## src/core/adc_ctl_consts.svh

```systemverilog
`ifndef ADC_CTL_CONSTS_SVH
`define ADC_CTL_CONSTS_SVH

// register offsets
`define ADDR_W                13
`define OFS_USER_PAT2_LOW     13'h001B
`define OFS_USER_PAT2_HIGH    13'h001C
`define OFS_SIGNATURE_LOW     13'h0024
`define OFS_OVERRANGE_OE      13'h002A
`define OFS_CHAN_SOURCE       13'h002E
`define OFS_DIV_SYNC_CTL      13'h0100
`define OFS_MISC_USER_CTL     13'h0101

// field positions
`define SYNC_MASTER_BIT       0
`define SYNC_DIV_EN_BIT       1
`define SYNC_NEXT_ONLY_BIT    2
`define MISC_PD_DIS_BIT       0
`define MISC_RUN_OSC_BIT      2
`define MISC_DETECT_EN_BIT    3
`define MISC_OE_PIN_CTL_BIT   7

// reset values
`define RST_USER_PAT          8'h00
`define RST_OVERRANGE_OE      8'h01
`define RST_CHAN_SOURCE_A     8'h00
`define RST_CHAN_SOURCE_B     8'h01
`define RST_DIV_SYNC_CTL      8'h01
`define RST_MISC_USER_CTL     8'h88

// timing
`define CLK_PERIOD_NS         10
`define LR_WINDOW_NS          1000
`define LR_MIN_RATE_MSPS      5
`define LR_WINDOW_CYC         (`LR_WINDOW_NS / `CLK_PERIOD_NS)
`define LR_MIN_EDGES          (`LR_MIN_RATE_MSPS * `LR_WINDOW_NS / 1000)

`endif

```

## src/core/adc_ctl_pkg.sv

```systemverilog
`default_nettype none
package adc_ctl_pkg;
    typedef logic [12:0] reg_addr_t;
    typedef logic [7:0]  reg_byte_t;
    typedef logic [1:0]  chan_mask_t;
endpackage
`default_nettype wire

```

## src/core/low_rate_detector.sv

```systemverilog
`default_nettype none
`include "adc_ctl_consts.svh"
module low_rate_detector #(
    parameter int WINDOW_CYC = `LR_WINDOW_CYC,
    parameter int MIN_EDGES  = `LR_MIN_EDGES
) (
    input  wire logic sys_clk,      // system clock
    input  wire logic srst,         // sync reset
    input  wire logic enable,       // detector on
    input  wire logic enc_edge,     // one encode edge seen (same clock)
    output logic      low_rate_q    // encode rate under threshold
);
    logic [15:0] win_q;
    logic [15:0] edges_q;

    // window timer
    always_ff @(posedge sys_clk) begin
        if (srst || !enable || win_q == 16'(WINDOW_CYC - 1)) begin
            win_q <= 16'h0000;
        end else begin
            win_q <= win_q + 16'h0001;
        end
    end

    // edge counter, saturating
    always_ff @(posedge sys_clk) begin
        if (srst || !enable || win_q == 16'(WINDOW_CYC - 1)) begin
            edges_q <= 16'h0000;
        end else if (enc_edge && edges_q != 16'hFFFF) begin
            edges_q <= edges_q + 16'h0001;
        end
    end

    // verdict refreshed once per window; a stopped clock reads as low rate
    always_ff @(posedge sys_clk) begin
        if (srst || !enable) begin
            low_rate_q <= 1'b0;
        end else if (win_q == 16'(WINDOW_CYC - 1)) begin
            low_rate_q <= (edges_q < 16'(MIN_EDGES));
        end
    end
endmodule // low_rate_detector
`default_nettype wire

```

## src/core/adc_sync_misc_control_regs.sv

```systemverilog
// Functional notes
// - no sync action at all unless master sync enable is one
// - divider sync enable gates sync pulses; continuous resync when next-only clear
// - with next-only set, divider aligns to first pulse and ignores later ones
// - after a one-shot sync, hardware clears the divider sync enable bit
// - output-enable pin controls outputs only while its control bit is one
// - detect bit enables low-rate monitor driving internal oscillator; clear disables it
// - run-oscillator bit forces the internal oscillator on regardless of detector
// - pull-down disable bit one switches off serial data pin pull-down
`default_nettype none
`include "adc_ctl_consts.svh"
module adc_sync_misc_control_regs (
    input  wire logic                   sys_clk,              // 100 MHz clock
    input  wire logic                   srst,                 // sync reset, high
    input  wire adc_ctl_pkg::reg_addr_t reg_addr,             // register address
    input  wire logic                   reg_wr,               // write strobe
    input  wire logic                   reg_rd,               // read strobe
    input  wire adc_ctl_pkg::reg_byte_t reg_wdata,            // write data
    input  wire adc_ctl_pkg::chan_mask_t chan_mask,           // indexed channels
    output adc_ctl_pkg::reg_byte_t      reg_rdata_q,          // read data
    output logic                        reg_rvalid_q,         // read data valid
    input  wire logic                   signature_bit,        // signature bit 0
    input  wire logic                   sync_pin,             // external sync, async
    input  wire logic                   output_enable_pin_n,  // output enable pin, async
    input  wire logic                   encode_tick,          // encode clock level, async
    output logic [15:0]                 user_pattern_two_q,   // user pattern 2
    output logic [1:0]                  overrange_oe_q,       // per channel OR pin enable
    output logic [1:0]                  chan_source_q,        // per channel ADC select
    output logic                        div_sync_pulse_q,     // sync to clock divider
    output logic                        data_out_enable_q,    // data output enable
    output logic                        osc_run_q,            // low_rate_internal_oscillator on
    output logic                        sdio_pulldown_en_q    // serial data pull-down on
);
    import adc_ctl_pkg::*;

    // reset words as typed constants: a bare sized literal cannot be bit-selected
    localparam reg_byte_t SYNC_RST  = `RST_DIV_SYNC_CTL;
    localparam reg_byte_t MISC_RST  = `RST_MISC_USER_CTL;
    localparam reg_byte_t ORA_RST   = `RST_OVERRANGE_OE;
    localparam reg_byte_t SRC_RST_A = `RST_CHAN_SOURCE_A;
    localparam reg_byte_t SRC_RST_B = `RST_CHAN_SOURCE_B;

    logic       master_q, div_en_q, next_only_q;
    logic       oe_pin_ctl_q, detect_en_q, run_osc_q, pd_dis_q;
    logic [2:0] sync_sr_q;
    logic [1:0] oe_sr_q;
    logic [2:0] enc_sr_q;
    logic       low_rate_q;
    logic       sync_edge, enc_edge, sync_wr, misc_wr, sync_fire;
    reg_addr_t  rd_addr_q;

    assign sync_wr   = reg_wr && reg_addr == `OFS_DIV_SYNC_CTL;
    assign misc_wr   = reg_wr && reg_addr == `OFS_MISC_USER_CTL;
    // stage 0 of each synchroniser feeds only stage 1
    assign sync_edge = sync_sr_q[1] && !sync_sr_q[2];
    assign enc_edge  = enc_sr_q[1] && !enc_sr_q[2];
    assign sync_fire = sync_edge && master_q && div_en_q;

    always_ff @(posedge sys_clk) begin
        if (srst) begin
            sync_sr_q <= 3'h0;
            oe_sr_q   <= 2'h3;
            enc_sr_q  <= 3'h0;
        end else begin
            sync_sr_q <= {sync_sr_q[1:0], sync_pin};
            oe_sr_q   <= {oe_sr_q[0], output_enable_pin_n};
            enc_sr_q  <= {enc_sr_q[1:0], encode_tick};
        end
    end

    // user pattern and per-channel registers
    always_ff @(posedge sys_clk) begin
        if (srst) begin
            user_pattern_two_q <= {`RST_USER_PAT, `RST_USER_PAT};
            overrange_oe_q     <= {2{ORA_RST[0]}};
            chan_source_q      <= {SRC_RST_B[0], SRC_RST_A[0]};
        end else if (reg_wr) begin
            if (reg_addr == `OFS_USER_PAT2_LOW) user_pattern_two_q[7:0] <= reg_wdata;
            if (reg_addr == `OFS_USER_PAT2_HIGH) user_pattern_two_q[15:8] <= reg_wdata;
            for (int c = 0; c < 2; c++) begin
                if (chan_mask[c] && reg_addr == `OFS_OVERRANGE_OE)
                    overrange_oe_q[c] <= reg_wdata[0];
                if (chan_mask[c] && reg_addr == `OFS_CHAN_SOURCE)
                    chan_source_q[c] <= reg_wdata[0];
            end
        end
    end

    // sync control; a host write in the clearing cycle wins, so it is never lost
    always_ff @(posedge sys_clk) begin
        if (srst) begin
            master_q    <= SYNC_RST[`SYNC_MASTER_BIT];
            div_en_q    <= SYNC_RST[`SYNC_DIV_EN_BIT];
            next_only_q <= SYNC_RST[`SYNC_NEXT_ONLY_BIT];
        end else if (sync_wr) begin
            master_q    <= reg_wdata[`SYNC_MASTER_BIT];
            div_en_q    <= reg_wdata[`SYNC_DIV_EN_BIT];
            next_only_q <= reg_wdata[`SYNC_NEXT_ONLY_BIT];
        end else if (sync_fire && next_only_q) begin
            div_en_q <= 1'b0;
        end
    end

    always_ff @(posedge sys_clk) begin
        if (srst) div_sync_pulse_q <= 1'b0;
        else div_sync_pulse_q <= sync_fire;
    end

    // misc user control
    always_ff @(posedge sys_clk) begin
        if (srst) begin
            oe_pin_ctl_q <= MISC_RST[`MISC_OE_PIN_CTL_BIT];
            detect_en_q  <= MISC_RST[`MISC_DETECT_EN_BIT];
            run_osc_q    <= MISC_RST[`MISC_RUN_OSC_BIT];
            pd_dis_q     <= MISC_RST[`MISC_PD_DIS_BIT];
        end else if (misc_wr) begin
            oe_pin_ctl_q <= reg_wdata[`MISC_OE_PIN_CTL_BIT];
            detect_en_q  <= reg_wdata[`MISC_DETECT_EN_BIT];
            run_osc_q    <= reg_wdata[`MISC_RUN_OSC_BIT];
            pd_dis_q     <= reg_wdata[`MISC_PD_DIS_BIT];
        end
    end

    low_rate_detector u_detect (
        .sys_clk    (sys_clk),
        .srst       (srst),
        .enable     (detect_en_q),
        .enc_edge   (enc_edge),
        .low_rate_q (low_rate_q)
    );

    always_ff @(posedge sys_clk) begin
        if (srst) begin
            data_out_enable_q  <= 1'b1;
            osc_run_q          <= 1'b0;
            sdio_pulldown_en_q <= 1'b1;
        end else begin
            data_out_enable_q  <= oe_pin_ctl_q ? !oe_sr_q[1] : 1'b1;
            osc_run_q          <= run_osc_q || (detect_en_q && low_rate_q);
            sdio_pulldown_en_q <= !pd_dis_q;
        end
    end

    // read port: one cycle latency, unmapped and open bits read zero
    always_ff @(posedge sys_clk) begin
        if (srst) begin
            reg_rdata_q  <= 8'h00;
            reg_rvalid_q <= 1'b0;
            rd_addr_q    <= 13'h0000;
        end else begin
            reg_rvalid_q <= reg_rd;
            rd_addr_q    <= reg_addr;
            if (reg_rd) begin
                unique case (reg_addr)
                    `OFS_USER_PAT2_LOW:  reg_rdata_q <= user_pattern_two_q[7:0];
                    `OFS_USER_PAT2_HIGH: reg_rdata_q <= user_pattern_two_q[15:8];
                    `OFS_SIGNATURE_LOW:  reg_rdata_q <= {7'h00, signature_bit};
                    `OFS_OVERRANGE_OE:
                        reg_rdata_q <= {7'h00, chan_mask[0] ? overrange_oe_q[0]
                                                            : overrange_oe_q[1]};
                    `OFS_CHAN_SOURCE:
                        reg_rdata_q <= {7'h00, chan_mask[0] ? chan_source_q[0]
                                                            : chan_source_q[1]};
                    `OFS_DIV_SYNC_CTL:
                        reg_rdata_q <= {5'h00, next_only_q, div_en_q, master_q};
                    `OFS_MISC_USER_CTL:
                        reg_rdata_q <= {oe_pin_ctl_q, 3'h0, detect_en_q, run_osc_q,
                                        1'b0, pd_dis_q};
                    default:             reg_rdata_q <= 8'h00;
                endcase
            end
        end
    end
endmodule // adc_sync_misc_control_regs
`default_nettype wire

```

## config.mk

```make
export PLATFORM = sky130hd
export DESIGN_NAME = adc_sync_misc_control_regs
export DESIGN_NICKNAME = d
export VERILOG_FILES = /design/src/core/adc_ctl_pkg.sv /design/src/core/low_rate_detector.sv /design/src/core/adc_sync_misc_control_regs.sv
export VERILOG_INCLUDE_DIRS = /design/src /design/src/core
export SDC_FILE = /design/constraint.sdc
export NUM_CORES = 1
export LEC_CHECK = 0
export BUFFER_PORTS_ARGS = -buffer_cell sky130_fd_sc_hd__buf_2
export CAP_MARGIN = 20
export CORE_MARGIN = 2
export CORE_UTILIZATION = 55
export CTS_CLUSTER_SIZE = 24
export DETAILED_ROUTE_END_ITERATION = 8
export PLACE_DENSITY = 0.79
export RECOVER_POWER = 25
export SETUP_SLACK_MARGIN = 0.15
export SYNTH_ARGS = -nofsm -noshare
export SYNTH_HDL_FRONTEND = slang
export SYNTH_SLANG_ARGS = --single-unit
```

## constraint.sdc

```tcl
create_clock -name sys_clk -period 1.9 [get_ports sys_clk]
set_input_delay 0 -clock sys_clk [delete_from_list [all_inputs] [get_ports sys_clk]]
set_output_delay 0 -clock sys_clk [all_outputs]
set_load 0.02 [all_outputs]
```

# Word level (Yosys, flattened, before mapping)
# Index checks and enable logic that the tools add are counted.
word_totals:
  ramBits: 0
  memories: 0
  latchBits: 0
  input_bits: 31
  reg_bits: 81
  rom_bits: 0
  elab_cells: 72
op_classes:
  n_reduce_logical: 29
  magnitude_cmp: 1
  mux: 5
  div: 0
  addsub: 2
  n_mul: 0
  shifts: 0
  bitwise_logic: 1
  n_eq_ne: 9
op_table:
  columns: ["operator", "count"]
  rows:
  - ["8-bit case mux with 7 select lines", 1]
  - ["13-bit by 6-bit equality test with 1-bit output (second input constant)", 3]
  - ["16-bit by 1-bit adder with 16-bit output (second input constant)", 2]
  - ["13-bit by 5-bit equality test with 1-bit output (second input constant)", 2]
  - ["13-bit by 9-bit equality test with 1-bit output (second input constant)", 2]
  - ["16-bit by 7-bit equality test with 1-bit output (second input constant)", 1]
  - ["16-bit by 3-bit < comparator with 1-bit output (second input constant)", 1]
  - ["16-bit inequality test (second input constant)", 1]
  - ["1-bit logical AND", 13]
  - ["2-bit AND reduction", 6]
  - ["1-bit zero test", 5]
  - ["1-bit two-way mux", 4]
  - ["1-bit logical OR", 3]
  - ["2-bit nonzero test", 1]
  - ["2-bit OR reduction", 1]
  - ["1-bit inverter", 1]

# Longest topological paths before layout
# Gate-level depths: netlist (run 1).
depth:
  ltp_word: 7
  mapped_depth: 6
  ltp_nobuf: 6

# Modules after synthesis
# A second synthesis (run 1) with hierarchy kept.
unflattened:
  cells_unflattened: 425
  hier_area_um2: 3734.8
by_module_without_submodules:
  columns: ["module", "cells_each", "instances", "area_per_inst_um2"]
  rows:
  - ["adc_sync_misc_control_regs", 231, 1, 2055.7]
  - ["low_rate_detector", 194, 1, 1679.1]

# Worst setup path before layout (run 1)
# No wires, ideal clock.
synth_timing:
  kind: "reg2reg"
  startpoint: "reg u_detect.win_q[12]"
  endpoint: "reg u_detect.edges_q[5]"
  n_path_buf: 1
  t_arrival_ns: 1.561
  setup_time_ns: 0.115
  required_time_ns: 1.785
  stages_incl_launch_ff: 7
  slack_ns: 0.225
  path_cell_list: "dfxtp_1 or4_1 nor4_1 nand4_1 nand3b_2 buf_6 nor2_1"
synth_between:
  elab_chain_len: 2
synth_rtl:
  columns: ["element", "line", "source"]
  rows:
  - ["start: declaration", "low_rate_detector.sv:13", "logic [15:0] win_q;"]
  - ["start signal: assignment", "low_rate_detector.sv:21", "win_q <= win_q + 16'h0001;"]
  - ["16-bit by 7-bit equality test with 1-bit output", "low_rate_detector.sv:27", "if (srst || !enable || win_q == 16'(WINDOW_CYC - 1)) begin"]
  - ["1-bit logical OR", "low_rate_detector.sv:27", null]
  - ["end signal: assignment", "low_rate_detector.sv:30", "edges_q <= edges_q + 16'h0001;"]
  - ["end: declaration", "low_rate_detector.sv:14", "logic [15:0] edges_q;"]
# Every way passes these cells.
# A chain may end at the register's enable or synchronous reset.

# Final worst setup path (run 1)
layout_timing:
  startpoint: "reg u_detect.win_q[12]"
  endpoint: "reg u_detect.win_q[11]"
layout_between:
  elab_chain_len: 2
layout_rtl:
  columns: ["element", "line", "source"]
  rows:
  - ["16-bit by 7-bit equality test with 1-bit output", "low_rate_detector.sv:18", "if (srst || !enable || win_q == 16'(WINDOW_CYC - 1)) begin"]
  - ["1-bit logical OR", "low_rate_detector.sv:18", null]
# Every way passes these cells.

==> impl_metrics.json, run 1 <==
{
  "path_cells": "or4_4 > nor4_4 > nand4_1 > nand3b_4 > buf_8 > nor2_1",
  "worstSetupStartpointType": "register",
  "synth_xor_area_share_pct": 7.07,
  "syn2layout_area_growth_pct": 23.0,
  "intPower_mw": 2.44,
  "outcome": "finished, final reports clean",
  "drc": 0,
  "path_delay_family": "simple AND/OR/NAND/NOR gates",
  "drt_first_pass_iters": 5,
  "die_w_um": 84.8,
  "synth_nets": 443,
  "leakage_nw": 1.66,
  "syn_area_per_cell_um2": 8.79,
  "clockBufferDepth": 2,
  "clkPwrFrac_pct": 39.5,
  "swShare_pct": 24.7,
  "grt_max_degree": 50,
  "drt_iter0_drc": 190,
  "final_layout_size_suffix_gt1_share_pct": 22.2,
  "p_total_mw": 3.24,
  "crit_fanout": 6,
  "grt_pass1_vias": 3109,
  "powerDensity_nw_per_um2": 734,
  "cp-end-kind": "register",
  "io_pins": 64,
  "ys_ff_latch": 81,
  "layout_min_cycle_time_ns": 1.76,
  "io_buffers": 63,
  "yosys.area_share.simple_pct": 31.2,
  "design.core.area_um2": 6350,
  "ys_types": 45,
  "wl_per_cell_um": 14.9,
  "start_util_pct": 56.6,
  "muxShareOfSynthArea_pct": 3.45,
  "cts-root-buf": "clkbuf_8",
  "power_frac_seq_pct": 53.4,
  "required_ns": 2.14,
  "clock-sinks": 81,
  "synth_top_area_share_pct": 45.1,
  "finalNonFillerCells": 569,
  "nFillCells": 501,
  "yosys_warnings": 0,
  "n_antenna_cell": 0,
  "max_slew_margin_pct": 36.1,
  "row_count": 29,
  "fmax_mhz": 567,
  "synth_area_um2": 3590,
  "via_count": 3300,
  "fin_crit_sh_pct": 92.8,
  "max_stage_delay_ns": 0.55,
  "antenna_found_initial": 0,
  "htreeDepth": 3,
  "routed_wl_um": 8500,
  "synthAdderAreaFrac_pct": 1.04,
  "clk_pin_slew_ns": 0.08,
  "worstSkewPairLatency_ns": 0.35,
  "ant_nets": 0,
  "synth_compound_area_share_pct": 8.18,
  "comb_power_share_pct": 7.0,
  "slowest_stage": "or4_4",
  "cts_tree": "built",
  "syn_inst": 409,
  "setup_viol": 0,
  "nNetsFinal": 521,
  "synthTopCellsByCount": "81 x dfxtp_1, 53 x nor2_1, 38 x nand2_1",
  "synthArstFlopShare_pct": 0,
  "grt_pass1_wl_um": 13900,
  "cts_made_buffers": 9,
  "max_cap_violations": 0,
  "placed_cells": 538,
  "track_usage_pct": 23.6,
  "criticalPathCategory": "register to register",
  "synth-edff-count": 0,
  "overflow": 0,
  "yosys.area.top_type": "dfxtp_1",
  "drv_slew": 0,
  "die-area_um2": 7200,
  "crit_arrival_ns": 2.01,
  "viasPerCell": 5.80,
  "synth_area_leaders": "dfxtp_1 45%, nor2_1 5.5%, nand3_1 4.9%",
  "rsz0062_at_grt": "true",
  "vdd_drop_max_uv": 791,
  "hp-class": "input pin to register",
  "gp_congestion": 0.902,
  "ys_seq_area_share_pct": 45.1,
  "synth_top_family_by_area": "simple AND/OR/NAND/NOR gates",
  "die_h_um": 84.8,
  "skew_ns": 0.00698,
  "hold_viol": 0,
  "synth.most_common_cell": "dfxtp_1",
  "critical_path_buf_inv_count": 1,
  "synth_flop_cell": "dfxtp_1",
  "switchingPower_mw": 0.800,
  "worst_pin_slew_ns": 0.959,
  "dp_hpwl_um": 5560
}
[logic make-up (layout without fill, tap and decap cells)]
logic type / count (synthesis) / in the layout
AND/OR/NAND/NOR: 210 / 210
flip-flops: 81 / 81
AO/OA/AOI/OAI: 45 / 45
XOR/XNOR: 29 / 29
buffers and inverters: 29 / 112
multiplexers: 12 / 12
adder cells (fa/ha/maj): 3 / 3
[repair_timing]
item                                    4_1_cts  5_1_grt
gates resized for setup                      12       21
endpoints found under the setup margin       33       33
hold endpoints to repair                     26        0
cloned                                        0        1
pin swaps                                     3        5
hold buffers                                 11        0
setup buffers                                 2        1
[layout make-up]
class	count	area [um^2]	share of cell area, %
Tap cell	77	96.3	2.18
Multi-Input combinational cell	299	1920	43.5
Inverter	9	33.8	0.764
Sequential cell	81	1630	36.8
Timing Repair Buffer	87	538	12.2
Clock buffer	10	128	2.89
Clock inverter	6	73.8	1.67
[power by group through the flow]
stage,Sequential [mW],Combinational (mW),Clock [mW]
global route,1.74,0.249,1.37
finish,1.73,0.228,1.28
global placement,1.77,0.186,0
detailed placement,1.77,0.191,0
floorplan,1.78,0.102,0
CTS,1.73,0.214,1.30
[sequential cells by signal, indices dropped and copies added (netlist names), 2 cells and up]
name	cells
enc_sr_q	3
reg_rdata_q	8
u_detect.edges_q	16
chan_source_q	2
oe_sr_q	2
sync_sr_q	3
overrange_oe_q	2
user_pattern_two_q	16
u_detect.win_q	16
[metal layers]
metal  share of wire [%]  track usage [%]
met5                   0                0
met4                 2.0             7.94
met1                  40             28.8
met3                 7.5             8.56
met2                  50             39.0
[cells in the final DEF, fill, tap and decap left out, types with 5 or more instances in the layout]
cell           instances
a21oi_1               23
a221oi_1               5
and3_1                 6
and4_1                 5
buf_2                 48
buf_4                  8
clkbuf_1              16
clkbuf_8               9
dfxtp_1               77
dlygate4sd3_1         11
inv_1                  9
mux2i_1                9
nand2_1               38
nand2b_1               7
nand3_1               35
nand4_1               12
nor2_1                41
nor2_2                 8
nor2_4                 5
nor2b_1               11
nor3_1                 9
nor4_1                 7
xnor2_1               14
xor2_1                15
[per-stage QoR]
stage	cell area [um^2]	setup TNS, ns	util [%]	hold slack (ns)	worst slack [ns]
floorplan	3590	0	-	0.0794	0.225
global placement	3970	0	62.5	0.186	0.134
detailed placement	3970	-0.764	62.5	0.194	-0.0401
CTS	4340	0	68.4	0.0209	0.158
global route	4420	0	69.6	0.0374	0.0289
finish	4420	0	69.6	0.0339	0.136
[path summary, 6_finish.rpt]
path / start / to / slack (ns) / cells past startpoint
setup / recovery: u_detect.win_q[12] / u_detect.win_q[11] / 0.14 / 6
hold / removal: reg_rd / reg_rdata_q[0] / 0.03 / 2
setup reg to reg: u_detect.win_q[12] / u_detect.win_q[11] / 0.14 / 6
hold reg to reg: oe_sr_q[1] / data_out_enable_q / 0.40 / 1
Power figures use the tool's default switching activity.
==> inputs of run 2 (changes only) <==
Settings changed: CORE_UTILIZATION 55 to 56, PLACE_DENSITY 0.79 to 0.8, SYNTH_HIERARCHICAL set to 1.
==> impl_metrics.json, run 2 <==
{
  "die-area_um2": 7340,
  "cts_tree": "built",
  "vdd_drop_max_uv": 434,
  "layout_commonest_cell": "dfxtp_1",
  "clockBufferDepth": 2,
  "required_ns": 2.15,
  "reg_top3": "u_detect/edges_q (16), u_detect/win_q (16), user_pattern_two_q (16)",
  "wl_per_cell_um": 15.2,
  "overflow": 0,
  "path_delay_family": "simple AND/OR/NAND/NOR gates",
  "criticalPathCategory": "register to register",
  "leakage_nw": 1.62,
  "cts-root-buf": "clkbuf_8",
  "synthArstFlopShare_pct": 0,
  "fmax_mhz": 601,
  "rsz0062_at_grt": "true",
  "synth_nets": 459,
  "row_count": 29,
  "max_stage_delay_ns": 0.50,
  "hold_viol": 0,
  "design.core.area_um2": 6390,
  "powerDensity_nw_per_um2": 695,
  "final_layout_size_suffix_gt1_share_pct": 22.7,
  "cp-end-kind": "register",
  "die_h_um": 85.7,
  "crit_fanout": 7,
  "final_cell_mix": "73 x dfxtp_1, 43 x nor2_1, 39 x nand2_1, 36 x buf_2, 30 x nand3_1",
  "outcome": "finished, final reports clean",
  "cts_made_buffers": 9,
  "worst_pin_slew_ns": 0.485,
  "track_usage_pct": 25.0,
  "drc": 0,
  "ys_ff_latch": 81,
  "clock-sinks": 81,
  "htreeDepth": 3,
  "dp_hpwl_um": 5990,
  "syn_area_per_cell_um2": 8.79,
  "drv_slew": 0,
  "hp-class": "input pin to register",
  "io_pins": 64,
  "drt_iter0_drc": 257,
  "grt_max_degree": 48,
  "n_antenna_cell": 0,
  "synth_flop_cell": "dfxtp_1",
  "path_cells": "nand4_4 > nor4_4 > buf_4 > nand3b_1 > a21oi_2",
  "synth_area_um2": 3730,
  "fin_ws_ns": 0.235,
  "tns_ns": 0,
  "slowest_stage": "dfxtp_1",
  "start_util_pct": 58.5,
  "fin_crit_sh_pct": 87.6,
  "synth-edff-count": 0,
  "routed_wl_um": 8920,
  "nNetsFinal": 540,
  "syn2layout_area_growth_pct": 20.5,
  "worstSetupStartpointType": "register",
  "ant_nets": 0,
  "worstSkewPairLatency_ns": 0.35,
  "syn_inst": 425,
  "ys_seq_area_share_pct": 43.4,
  "yosys_warnings": 6,
  "synth.most_common_cell": "dfxtp_1",
  "ys_types": 62,
  "die_w_um": 85.7,
  "max_cap_violations": 0,
  "layout_min_cycle_time_ns": 1.67,
  "skew_ns": 0.0117,
  "critical_path_buf_inv_count": 1,
  "clk_pin_slew_ns": 0.09,
  "via_count": 3431,
  "io_buffers": 63,
  "synthTopCellsByCount": "81 x dfxtp_1, 43 x nor2_1, 39 x nand2_1",
  "drt_first_pass_iters": 4,
  "gp_congestion": 0.829,
  "crit_arrival_ns": 1.91,
  "max_slew_margin_pct": 67.4,
  "synth_top_area_share_pct": 43.4,
  "viasPerCell": 5.84,
  "yosys.area.top_type": "dfxtp_1",
  "synth_area_leaders": "dfxtp_1 43%, nor2_1 4.3%, nand3_1 4.0%",
  "detailedPlace.worstSlack_ns": 0.132,
  "grt_pass1_wl_um": 14900,
  "setup_viol": 0,
  "antenna_found_initial": 0,
  "grt_pass1_vias": 3257,
  "ff2ff_setup_slack_ns": 0.23
}
run 2: cell count changes in the layout (fill, tap and decap cells not counted), sizes merged, moves of 8 or more:
| cell | delta |
|---|---|
| buf | -8 |
| nor2 | -11 |
| xor2 | -13 |
| clkbuf | +11 |
| a21oi | +11 |
| nand2 | +9 |
run 2: final cells by class:
type                    count  area (um^2)
clock buffers              10          138
clock inverters             6         48.8
fillers                   511         1890
inverters                  12         45.0
multi-input cells         310         1990
flip-flops and latches     81         1630
well taps                  77         96.3
repair buffers             92          553
run 2: repair_timing:
item                                    in CTS  in global routing
gates cloned                                 0                  1
endpoints found under the setup margin       6                 32
hold buffers                                13                  0
gates resized for setup                      0                 19
setup buffers                                0                  5
hold endpoints to repair                    27                  0
pin swaps                                    1                  4
run 2: kinds of logic (layout without fill, tap and decap cells):
group / Yosys count / after routing / share of synthesized area (%)
adders and majority gates: 3 / 3 / 1.01
buffers and inverters: 34 / 120 / 4.66
and+or+nand+nor: 209 / 209 / 30.8
DFF: 81 / 81 / 43.4
xor gates and xnor gates: 14 / 14 / 3.28
muxes: 10 / 10 / 2.75
AOI/OAI and AO/OA: 74 / 74 / 14.1
run 2: per-layer routing:
layer  vias up  track usage, %  share of wire (%)
met1      1606            31.6                 43
met5         -               0                  0
met4         0            11.4                1.9
met3        19            5.49                5.7
met2       115            40.8                 50
li1       1691               -                  -
run 2: path summary, 6_finish.rpt:
check / start / to / depth (start not counted)
setup / recovery: u_detect/edges_q[3] / u_detect/edges_q[1] / 5
hold / removal: chan_mask[0] / overrange_oe_q[0] / 4
setup reg to reg: u_detect/edges_q[3] / u_detect/edges_q[1] / 5
hold reg to reg: oe_sr_q[1] / data_out_enable_q / 1
run 2: power by group:
group	total [mW]	switching, mW	leakage (nW)	internal (mW)
registers	1.73	0.0147	0.660	1.72
clock network	1.19	0.670	0.0859	0.524
logic	0.203	0.117	0.878	0.0861
total	3.13	0.801	1.62	2.33
run 2: worst min-delay path, delay by kind of cell:
kind	cells	cell delay [ns]
and+or+nand+nor	2	0.14
AOI/OAI and AO/OA	1	0.07
buffers and inverters	1	0.13
run 2: metrics by stage:
step                      instance area [um^2]  hold WS, ns  total power, mW  util (%)  std cells
final                                     4500       0.0188             3.13      70.5        588
after global routing                      4500       0.0144             3.23      70.5        588
after CTS                                 4420      0.00500             3.14      69.2        582
after detailed placement                  4110        0.191             1.95      64.3        553
after global placement                    4110        0.190             1.95      64.3        553
after floorplan                           3730       0.0794             1.87         -        425
